<file path="src/tpg_defines.vh">
`ifndef TPG_DEFINES_VH
`define TPG_DEFINES_VH

// Data register addresses: physical and untranslated alias
`define TPG_PB_ADDR      32'h04000122
`define TPG_PC_ADDR      32'h04000124
`define TPG_PD_ADDR      32'h04000126
`define TPG_ALIAS_BIT    32'ha0000000

// Port index inside the packed 24-bit vectors
`define TPG_PORT_B       0
`define TPG_PORT_C       1
`define TPG_PORT_D       2

// Pin mode codes, two bits per pin
`define TPG_MODE_ALT     2'h0
`define TPG_MODE_OUT     2'h1
`define TPG_MODE_IN_PU   2'h2
`define TPG_MODE_IN_NOPU 2'h3

// Mode field of pin n sits at bits 2n+1..2n
`define TPG_MODE_W       2

// Writable bits per port; port D bits 6 and 4 are input only
`define TPG_WR_MASK_B    8'hff
`define TPG_WR_MASK_C    8'hff
`define TPG_WR_MASK_D    8'haf

// Power-on reset values
`define TPG_DATA_RST     8'h00
`define TPG_PU_RST       8'hff
`define TPG_OE_RST       8'h00
`define TPG_SYNC_RST     8'hff
`define TPG_RDATA_RST    8'h00

`endif

</file>
<file path="src/tpg_pad_ctl.v">
`timescale 1ns/10ps
`include "tpg_defines.vh"

// Registered pad controls for one 8-pin port
module tpg_pad_ctl #(
  parameter [7:0] WR_MASK = `TPG_WR_MASK_B  // Bits that may drive a pin
) (
  input  wire        ref_clk,  // System clock
  input  wire        rstn,     // Power-on reset, active low
  input  wire [15:0] mode,     // Two mode bits per pin
  output reg  [7:0]  pin_oe,   // Output driver enable, high drives
  output reg  [7:0]  pull_up   // Input pull-up enable
);

  // Reset levels per bit, so each flop takes exactly one constant bit
  localparam [7:0] OE_RST = `TPG_OE_RST;
  localparam [7:0] PU_RST = `TPG_PU_RST;

  // One decoder per pin; flops keep the pad outputs glitch free
  genvar i;
  generate
    for (i = 0; i < 8; i = i + 1)
    begin : g_pin
      always @(posedge ref_clk or negedge rstn)
      begin
        if (!rstn)
        begin
          pin_oe[i]  <= OE_RST[i];
          pull_up[i] <= PU_RST[i];
        end
        else
        begin
          // Driver only in general output, never on input-only bits
          pin_oe[i]  <= WR_MASK[i] &&
                        (mode[`TPG_MODE_W*i +: `TPG_MODE_W] == `TPG_MODE_OUT);
          // Pull-up only in mode 10; 11 releases it
          pull_up[i] <= (mode[`TPG_MODE_W*i +: `TPG_MODE_W] == `TPG_MODE_IN_PU);
        end
      end
    end
  endgenerate

endmodule // tpg_pad_ctl

</file>
<file path="src/tpg_pin_sync.v">
`timescale 1ns/10ps
`include "tpg_defines.vh"

// Three-stage synchroniser for eight pin levels
module tpg_pin_sync (
  input  wire       ref_clk,   // System clock
  input  wire       rstn,      // Power-on reset, active low
  input  wire [7:0] pin_raw,   // Asynchronous pin levels
  output reg  [7:0] pin_level  // Accepted, debounced level
);

  reg [7:0] stage1;            // Metastability catcher, read by stage2 only
  reg [7:0] stage2;            // Second stage
  reg [7:0] stage3;            // Third stage

  // Idle level per bit, so each pin_level flop takes exactly one constant bit
  localparam [7:0] SYNC_RST = `TPG_SYNC_RST;

  // Shift chain; resets to the pulled-up idle level
  always @(posedge ref_clk or negedge rstn)
  begin
    if (!rstn)
    begin
      stage1 <= `TPG_SYNC_RST;
      stage2 <= `TPG_SYNC_RST;
      stage3 <= `TPG_SYNC_RST;
    end
    else
    begin
      stage1 <= pin_raw;
      stage2 <= stage1;
      stage3 <= stage2;
    end
  end

  // A change counts only once stages two and three agree
  genvar i;
  generate
    for (i = 0; i < 8; i = i + 1)
    begin : g_bit
      always @(posedge ref_clk or negedge rstn)
      begin
        if (!rstn)
          pin_level[i] <= SYNC_RST[i];
        else if (stage2[i] == stage3[i])
          pin_level[i] <= stage3[i];
      end
    end
  endgenerate

endmodule // tpg_pin_sync

</file>
<file path="src/tpg_top.v">
`timescale 1ns/10ps
`include "tpg_defines.vh"

// Function
// Full ports hold 8-bit data, bit n to pin n
// Output or alternate mode reads stored bit
// Input modes read the synchronised pin level
// Mode 00 alt, 01 out, 10/11 input
// Non-output writes store but leave pins alone
// Power-on reset clears full port data
// Manual reset and low power keep data
// Pins default to input with pull-up
// Port D bits 6, 4 are read-only
// Power-on reset clears port D writable bits
// Port D bits 6, 4 read low unless input
// Writes to port D bits 6, 4 ignored
// Other port D bits behave like full ports
// Pull-up on in mode 10, off in 11
// Registers answer at physical and alias address
// Pin driver enabled only in output mode
module tpg_top (
  input  wire        ref_clk,              // System clock, 50 MHz
  input  wire        rstn,                 // Power-on reset, active low
  input  wire        manual_reset,         // Manual reset level, high active
  input  wire        bus_req,              // Access strobe, one cycle
  input  wire        bus_we,               // High write, low read
  input  wire [31:0] bus_addr,             // Byte address
  input  wire [7:0]  bus_wdata,            // Write byte
  output reg  [7:0]  bus_rdata,            // Read byte
  output reg         bus_ack,              // Access answered
  output reg         bus_miss,             // Address matched no register
  input  wire [15:0] port_b_mode_control,  // Port B pin modes
  input  wire [15:0] port_c_mode_control,  // Port C pin modes
  input  wire [15:0] port_d_mode_control,  // Port D pin modes
  input  wire [7:0]  port_b_pin_in,        // Port B pin levels
  input  wire [7:0]  port_c_pin_in,        // Port C pin levels
  input  wire [7:0]  port_d_pin_in,        // Port D pin levels
  output wire [7:0]  port_b_pin_out,       // Port B driven values
  output wire [7:0]  port_c_pin_out,       // Port C driven values
  output wire [7:0]  port_d_pin_out,       // Port D driven values
  output wire [7:0]  port_b_pin_oe,        // Port B driver enables
  output wire [7:0]  port_c_pin_oe,        // Port C driver enables
  output wire [7:0]  port_d_pin_oe,        // Port D driver enables
  output wire [7:0]  port_b_pull_up,       // Port B pull-up enables
  output wire [7:0]  port_c_pull_up,       // Port C pull-up enables
  output wire [7:0]  port_d_pull_up        // Port D pull-up enables
);

  // Packed views, port B in the lowest slice, port D in the highest slice
  wire [47:0] mode_all;                    // All pin modes
  wire [23:0] pin_raw_all;                 // All raw pin levels
  wire [23:0] pin_level_all;               // All synchronised levels
  wire [23:0] pin_oe_all;                  // All driver enables
  wire [23:0] pull_up_all;                 // All pull-up enables
  wire [23:0] wr_mask_all;                 // All writable bit masks
  wire [23:0] read_all;                    // All read views
  wire [2:0]  hit;                         // One-hot register match
  reg  [23:0] data_all;                    // Stored data bits
  reg  [7:0]  next_rdata;                  // Selected read byte

  // Writable masks as a constant, so the pad blocks can take them as parameters
  localparam [23:0] WR_MASK_ALL = {`TPG_WR_MASK_D, `TPG_WR_MASK_C, `TPG_WR_MASK_B};

  assign mode_all    = {port_d_mode_control, port_c_mode_control,
                        port_b_mode_control};
  assign pin_raw_all = {port_d_pin_in, port_c_pin_in, port_b_pin_in};
  assign wr_mask_all = WR_MASK_ALL;

  // Address match at the physical address or its untranslated alias
  function tpg_addr_hit;
    input [31:0] addr;                     // Address on the bus
    input [31:0] phys;                     // Physical register address
    begin
      tpg_addr_hit = (addr == phys) ||
                     (addr == (phys | `TPG_ALIAS_BIT));
    end
  endfunction

  // True when a pin mode selects general input
  function tpg_is_input;
    input [1:0] mode;                      // One pin's mode field
    begin
      tpg_is_input = (mode == `TPG_MODE_IN_PU) ||
                     (mode == `TPG_MODE_IN_NOPU);
    end
  endfunction

  // Per-bit read view of one port
  function [7:0] tpg_read_view;
    input [7:0]  stored;                   // Data register bits
    input [7:0]  level;                    // Synchronised pin levels
    input [15:0] mode;                     // Pin modes
    input [7:0]  wr_mask;                  // Writable bits
    integer      n;
    begin
      tpg_read_view = 8'h00;
      for (n = 0; n < 8; n = n + 1)
      begin
        if (tpg_is_input(mode[`TPG_MODE_W*n +: `TPG_MODE_W]))
          tpg_read_view[n] = level[n];
        else if (wr_mask[n])
          tpg_read_view[n] = stored[n];
        else
          tpg_read_view[n] = 1'b0;
      end
    end
  endfunction

  // Register decode, one match line per port
  assign hit[`TPG_PORT_B] = tpg_addr_hit(bus_addr, `TPG_PB_ADDR);
  assign hit[`TPG_PORT_C] = tpg_addr_hit(bus_addr, `TPG_PC_ADDR);
  assign hit[`TPG_PORT_D] = tpg_addr_hit(bus_addr, `TPG_PD_ADDR);

  // Per-port pin logic, identical apart from the writable mask
  genvar p;
  generate
    for (p = 0; p < 3; p = p + 1)
    begin : g_port
      // Pins arrive from the board, so they pass four flops
      tpg_pin_sync u_sync (
        .ref_clk   (ref_clk),
        .rstn      (rstn),
        .pin_raw   (pin_raw_all[8*p +: 8]),
        .pin_level (pin_level_all[8*p +: 8])
      );

      // Registered driver and pull-up controls
      tpg_pad_ctl #(
        .WR_MASK (WR_MASK_ALL[8*p +: 8])
      ) u_pad (
        .ref_clk (ref_clk),
        .rstn    (rstn),
        .mode    (mode_all[16*p +: 16]),
        .pin_oe  (pin_oe_all[8*p +: 8]),
        .pull_up (pull_up_all[8*p +: 8])
      );

      // Data bits: only the power-on reset clears them. Manual reset,
      // standby and sleep leave them alone, so none of those reaches
      // this process.
      always @(posedge ref_clk or negedge rstn)
      begin
        if (!rstn)
          data_all[8*p +: 8] <= `TPG_DATA_RST;
        else if (bus_req && bus_we && hit[p])
          // Any mode stores the byte; read-only bits keep their zero
          data_all[8*p +: 8] <= (bus_wdata & wr_mask_all[8*p +: 8]) |
                                (data_all[8*p +: 8] &
                                 ~wr_mask_all[8*p +: 8]);
      end

      // Read view combines stored bits and live levels by mode
      assign read_all[8*p +: 8] = tpg_read_view(data_all[8*p +: 8],
                                                pin_level_all[8*p +: 8],
                                                mode_all[16*p +: 16],
                                                wr_mask_all[8*p +: 8]);
    end
  endgenerate

  // Read byte selection; an unmapped address reads zero
  always @*
  begin
    next_rdata = `TPG_RDATA_RST;
    case (hit)
      3'h1:
        next_rdata = read_all[8*`TPG_PORT_B +: 8];
      3'h2:
        next_rdata = read_all[8*`TPG_PORT_C +: 8];
      3'h4:
        next_rdata = read_all[8*`TPG_PORT_D +: 8];
      default:
        next_rdata = `TPG_RDATA_RST;
    endcase
  end

  // Bus answer: one cycle after the strobe, for reads and writes alike.
  // Manual reset only clears the answer state, never the data bits.
  always @(posedge ref_clk or negedge rstn)
  begin
    if (!rstn)
    begin
      bus_ack   <= 1'b0;
      bus_miss  <= 1'b0;
      bus_rdata <= `TPG_RDATA_RST;
    end
    else if (manual_reset)
    begin
      // Data registers stay untouched here
      bus_ack   <= 1'b0;
      bus_miss  <= 1'b0;
      bus_rdata <= `TPG_RDATA_RST;
    end
    else
    begin
      bus_ack  <= bus_req;
      bus_miss <= bus_req && (hit == 3'h0);
      // Read data is captured at the strobe; it holds until the next read, a manual reset or a power-on reset
      if (bus_req && !bus_we)
        bus_rdata <= next_rdata;
    end
  end

  // Pin values come straight from the data flops; the enable decides
  // whether they reach the pad, so other modes leave the pin unaffected
  assign port_b_pin_out = data_all[8*`TPG_PORT_B +: 8];
  assign port_c_pin_out = data_all[8*`TPG_PORT_C +: 8];
  assign port_d_pin_out = data_all[8*`TPG_PORT_D +: 8];

  // Pad controls come from the registered pad blocks
  assign port_b_pin_oe  = pin_oe_all[8*`TPG_PORT_B +: 8];
  assign port_c_pin_oe  = pin_oe_all[8*`TPG_PORT_C +: 8];
  assign port_d_pin_oe  = pin_oe_all[8*`TPG_PORT_D +: 8];
  assign port_b_pull_up = pull_up_all[8*`TPG_PORT_B +: 8];
  assign port_c_pull_up = pull_up_all[8*`TPG_PORT_C +: 8];
  assign port_d_pull_up = pull_up_all[8*`TPG_PORT_D +: 8];

endmodule // tpg_top
</file>
<file path="config.mk">
export PLATFORM = sky130hd
export DESIGN_NAME = tpg_top
export DESIGN_NICKNAME = d
export VERILOG_FILES = /design/src/tpg_pad_ctl.v /design/src/tpg_pin_sync.v /design/src/tpg_top.v
export VERILOG_INCLUDE_DIRS = /design/src
export SDC_FILE = /design/constraint.sdc
export NUM_CORES = 1
export LEC_CHECK = 0
export CAP_MARGIN = 5
export CORE_MARGIN = 3
export CORE_UTILIZATION = 46
export CTS_CLUSTER_SIZE = 25
export DETAILED_ROUTE_END_ITERATION = 10
export DONT_BUFFER_PORTS = 1
export PLACE_DENSITY = 0.65
export SYNTH_ARGS = -nofsm -noshare
export SYNTH_HDL_FRONTEND = slang
export SYNTH_SLANG_ARGS = --single-unit
</file>
<file path="constraint.sdc">
create_clock -name ref_clk -period 1.5 [get_ports ref_clk]
set_input_delay 0.3 -clock ref_clk [delete_from_list [all_inputs] [get_ports ref_clk]]
set_output_delay 0.3 -clock ref_clk [all_outputs]
set_load 0.01 [all_outputs]
</file>
==> impl_metrics.toml, run 1 <==
[run_status]
outcome = "complete, but fails checks"
violations = "negative hold slack"

[critical_path]
reg2regPathDepth = 4
startpoint = "bus_addr[12]"
r2r_slack_ns = 0.28
cp-start-kind = "primary input"
worst-path-max-fanout = 4
arrival_ns = 1.75
required_ns = 1.80
path_class = "in2reg"
endpoint_kind = "flop"
rr_startpoint = "g_port[0].u_sync.pin_level[6]"

[synth]
synth_seq_cells = 174
synth.distinct_cells = 28
synthesis.area_um2 = 5950
synth_common_cells = "dfstp_2 (120), dfrtp_1 (54), nor2b_1 (47)"
synth.most_common_cell = "dfstp_2"
ys.flop_type = "dfstp_2"
yosysWarningCount = 0
synth-edff-count = 0
syn_area_per_cell_um2 = 16.4
ys_top_cells_by_area = "dfstp_2 (53%), dfrtp_1 (23%), nor2b_1 (4.9%)"
ys_async_sr_fraction_pct = 100
yosysTopAreaCellShare_pct = 53.0
ys_seq_area_share_pct = 75.6
synthesis.instances = 362
synth.largest_area_cell = "dfstp_2"

[drt]
antenna_left = 0
drt_iter0_drc = 133
wl_per_cell_um = 20.6
remaining_drc_errors = 0
vias = 3404
dr.pass1.iters = 4
routed_wl_um = 13900
viasPerCell = 5.04

[global_routing]
globalRouteTotalUtil_pct = 20.1
grt_antenna_before_repair = 0
grt_max_degree = 175
grt_pass1_vias = 3679
grt_pass1_wl_um = 21200
gr-total-overflow = 0

[worst_hold_path]
hold_class = "in2async"

[timing]
fmax_mhz = 691
fin_ws_ns = 0.0530
setup_viol = 0
rsz0062_at_grt = "false"
hold_viol = 174
finalSetupTns_ns = 0
fin_crit_sh_pct = 96.5
clock_skew_ns = 0.00511
fin_crit_ns = 1.45
whs_ns = -0.427
drv_slew = 0

[placement]
gp_congestion = 0.719
io_buffers = 0
post-place-ws_ns = -0.404
placed_cell_area_um2 = 6430
hpwl_um = 9110

[pwr]
ir_worst_vdd_v = 0.000833
powerDensity_nw_per_um2 = 1270
leakage_nw = 3.39

[clock_tree]
cts.path.max_buffers = 2
tritoncts = "done"
hold_buffers = 95
cts.clk_slew.worst_paths_ns = 0.06
insertion_delay_ns = 0.42
cts_max_level = 4
cts_root_buf = "clkbuf_16"
cts_buffers = 17
clock_sinks = 174

[floorplan]
die_h_um = 120
die_area_um2 = 14300
die_w_um = 120
pin_count = 199
rows = 40
floorplan.initialDensity_pct = 48.4
core_um2 = 12300

[job]
maxCapViolations = 0

[cells_and_area]
insertedDiodeCount = 0
fin_nets = 612
drive_gt1_share_pct = 40.2
synthToLayoutAreaGrowth_pct = 34.3
fin_area_um2 = 8000
-- critical path, cell delays in order --
cell	delay [ns]
nor4_4	0.34
nand4_4	0.22
nor4_4	0.38
buf_4	0.19
mux2_2	0.33
-- cell usage in the layout, fill, tap and decap left out, types with 8 or more instances in the layout --
cell type and instances:
buf_4 22, clkbuf_16 17, dfrtp_1 54, dfstp_2 120
dlygate4sd3_1 95, maj3_1 24, mux2_2 15, mux2i_1 22
nand2_1 11, nor2_1 15, nor2b_1 47, o31ai_1 8
-- logic make-up (layout without fill, tap and decap cells) --
logic type,Yosys count,in the layout,share of synthesized area (%)
other,1,4,0.0630
adders and majority gates,24,24,4.03
and+or+nand+nor,91,91,9.41
DFF,174,174,75.6
muxes,44,44,7.86
AOI/OAI and AO/OA,19,19,2.06
xor gates and xnor gates,1,1,0.147
buffers and inverters,8,151,0.777
-- metal layers --
layer  GRT usage (%)  wire, um  vias up
li1                -         -     1503
met1            22.8      5300     1735
met2            33.7      7010      147
met3            9.61      1430       19
met4            6.37       185        0
met5               0         0        -
-- registers in the layout, indices dropped and copies added, names as in the netlist, 8 cells and up --
name	count
g_port.u_pad.pull_up	24
g_port.u_sync.pin_level	24
g_port.u_sync.stage1	24
g_port.u_sync.stage2	24
g_port.u_sync.stage3	24
g_port.u_pad.pin_oe	22
bus_rdata	8
port_b_pin_out	8
port_c_pin_out	8
-- final cells by class --
class | count | area [um2]
Clock buffer | 23 | 478
Clock inverter | 9 | 133
Fill cell | 903 | 4310
Inverter | 1 | 3.75
Multi-Input combinational cell | 183 | 1540
Sequential cell | 174 | 4500
Tap cell | 168 | 210
Timing Repair Buffer | 118 | 1130
-- final timing paths --
kind | endpoint
setup reg to reg | bus_rdata[6]
max in group asynchronous | g_port[2].u_sync.stage3[7]
hold reg to reg | g_port[1].u_sync.stage2[5]
hold / removal | g_port[0].u_pad.pin_oe[6]
min in group ref_clk | g_port[2].u_pad.pin_oe[1]
setup / recovery | port_b_pin_out[0]
-- power by group --
| group | switching [mW] | internal, mW | leakage (nW) |
|---|---|---|---|
| registers | 0.146 | 5.08 | 1.99 |
| clock network | 1.75 | 2.75 | 0.290 |
| logic | 0.148 | 0.307 | 1.11 |
| total | 2.04 | 8.14 | 3.39 |
-- stage by stage --
stage	power, mW	hold WS [ns]	util, %	instances
after floorplan	5.47	0.00441	-	365
after global placement	5.53	0.00916	52.3	549
after detailed placement	5.55	0.00923	52.3	549
after CTS	10.3	-0.445	64.9	676
after global routing	10.5	-0.448	65.0	676
final	10.2	-0.427	65.0	676
-- repair_timing --
action | in CTS | in global routing
resized for setup | 0 | 1
setup endpoints to repair | 0 | 6
setup buffers | 0 | 0
endpoints found under the hold margin | 245 | 174
No activity file was read; power rests on OpenSTA's default activity.
==> run 2, diff against run 1 <==
==> constraint.sdc (replaced) <==
create_clock -name ref_clk -period 1.5 [get_ports ref_clk]
set_input_delay 0.15 -clock ref_clk [delete_from_list [all_inputs] [get_ports ref_clk]]
set_output_delay 0.15 -clock ref_clk [all_outputs]
set_load 0.01 [all_outputs]
==> impl_metrics.toml, run 2 (synthesized netlist as in run 1, its figures left out) <==
[floorplan]
die_h_um = 120
die_w_um = 120
die_area_um2 = 14300
pin_count = 199
rows = 40
core_um2 = 12300
floorplan.initialDensity_pct = 48.4

[pwr]
p_sw_share_pct = 20.9
p_seq_share_pct = 53.6
switchingPower_mw = 2.04
leakage_nw = 3.40
powerDensity_nw_per_um2 = 1220
internal-power_mw = 7.72
comb_power_share_pct = 5.0
total_power_mw = 9.75
p_clk_share_pct = 41.4
ir_worst_vdd_v = 0.000845

[drt]
antenna_left = 0
wl_per_cell_um = 19.9
routed_wl_um = 13600
remaining_drc_errors = 0
drt_iter0_drc = 177
dr.pass1.iters = 4
vias = 3425
viasPerCell = 4.99

[timing]
whs_ns = -0.576
hold_viol = 174
drv_slew = 0
rsz0062_at_grt = "false"
fmax_mhz = 766
fin_crit_sh_pct = 87.0
clock_skew_ns = 0.00600
fin_crit_ns = 1.31
setup_viol = 0

[clock_tree]
hold_buffers = 105
cts_buffers = 17
cts.path.max_buffers = 2
cts_max_level = 4
clock_sinks = 174
insertion_delay_ns = 0.42
tritoncts = "done"
postCtsSetupBuffers = 0
cts_root_buf = "clkbuf_16"
cts.clk_slew.worst_paths_ns = 0.06
post_cts_resized = 0

[placement]
io_buffers = 0
gp_congestion = 0.719
placed_cell_area_um2 = 6430
post-place-cells = 549
hpwl_um = 9090

[critical_path]
cp-start-kind = "primary input"
path_class = "in2reg"
timing.critical_path.mode_cell = "nor4_4"
path_buf_inv = 1
cp_slowest_cell = "nor4_4"
required_ns = 1.81
endpoint_kind = "flop"
worst-path-max-fanout = 5
critPathTopFamily = "simple AND/OR/NAND/NOR gates"
arrival_ns = 1.61
slowest_delay_ns = 0.35
cp.depth = 5
reg2regPathDepth = 4
worstPathCellList = "nor4_4 -> nand4_4 -> nor4_4 -> buf_4 -> mux2_2"

[global_routing]
grt_antenna_before_repair = 0
globalRouteTotalUtil_pct = 19.7
gr-total-overflow = 0
grt_max_degree = 175
grt_pass1_vias = 3711
grt_pass1_wl_um = 21100

[cells_and_area]
drive_gt1_share_pct = 39.4
n_fill_cell = 906
fin_area_um2 = 8030
register_area_um2 = 4500
fin_nets = 622
mostFrequentLayoutCell = "dfstp_2"
synthToLayoutAreaGrowth_pct = 34.8
insertedDiodeCount = 0
final_cell_mix = "dfstp_2 (120), dlygate4sd3_1 (105), dfrtp_1 (54), nor2b_1 (47), maj3_1 (24)"
utilization_pct = 65.2
multi_input_area_um2 = 1540
fin_cells = 686

[job]
maxCapViolations = 0

[run_status]
violations = "negative hold slack"
outcome = "complete, but fails checks"

[worst_hold_path]
hold_class = "in2async"
==> run 2: routing by layer <==
layer	global-route usage, %	up-vias	share of wire [%]
met5	0	-	0
met3	9.14	19	9.8
li1	-	1517	-
met2	32.9	145	50
met1	22.7	1744	39
met4	6.30	0	1.4
==> run 2: power by group through the flow <==
| stage | logic (mW) | registers, mW | clock network (mW) |
|---|---|---|---|
| after floorplan | 0.209 | 5.26 | 0 |
| after global placement | 0.240 | 5.29 | 0 |
| after detailed placement | 0.248 | 5.30 | 0 |
| after CTS | 0.482 | 5.23 | 4.15 |
| after global routing | 0.528 | 5.25 | 4.36 |
| final | 0.486 | 5.23 | 4.04 |
==> run 2: worst paths after layout <==
| path | endpoint | start | slack [ns] |
|---|---|---|---|
| max | port_b_pin_out[5] | bus_addr[12] | 0.19 |
| max in group asynchronous | g_port[1].u_sync.stage1[7] | rstn | 1.82 |
| min reg2reg | g_port[0].u_sync.stage2[4] | g_port[0].u_sync.stage1[4] | 0.35 |
| min | g_port[0].u_pad.pin_oe[6] | rstn | -0.58 |
| max reg2reg | bus_rdata[6] | g_port[0].u_sync.pin_level[6] | 0.30 |
| min in group ref_clk | bus_miss | bus_req | 0.05 |
==> run 2: cell type report <==
class	count	area share, %
Clock inverter	11	1.15
Timing Repair Buffer	128	15.2
Sequential cell	174	56.1
Multi-Input combinational cell	183	19.2
Clock buffer	21	5.61
Inverter	1	0.0468
Tap cell	168	2.62
==> run 2: stage by stage <==
step | TNS (ns) | setup WS (ns)
5_1_grt | 0 | 0.135
4_1_cts | 0 | 0.177
6_report | 0 | 0.195
3_3_place_gp | -5.15 | -0.220
3_5_place_dp | -6.10 | -0.268
2_1_floorplan | -3.53 | -0.161
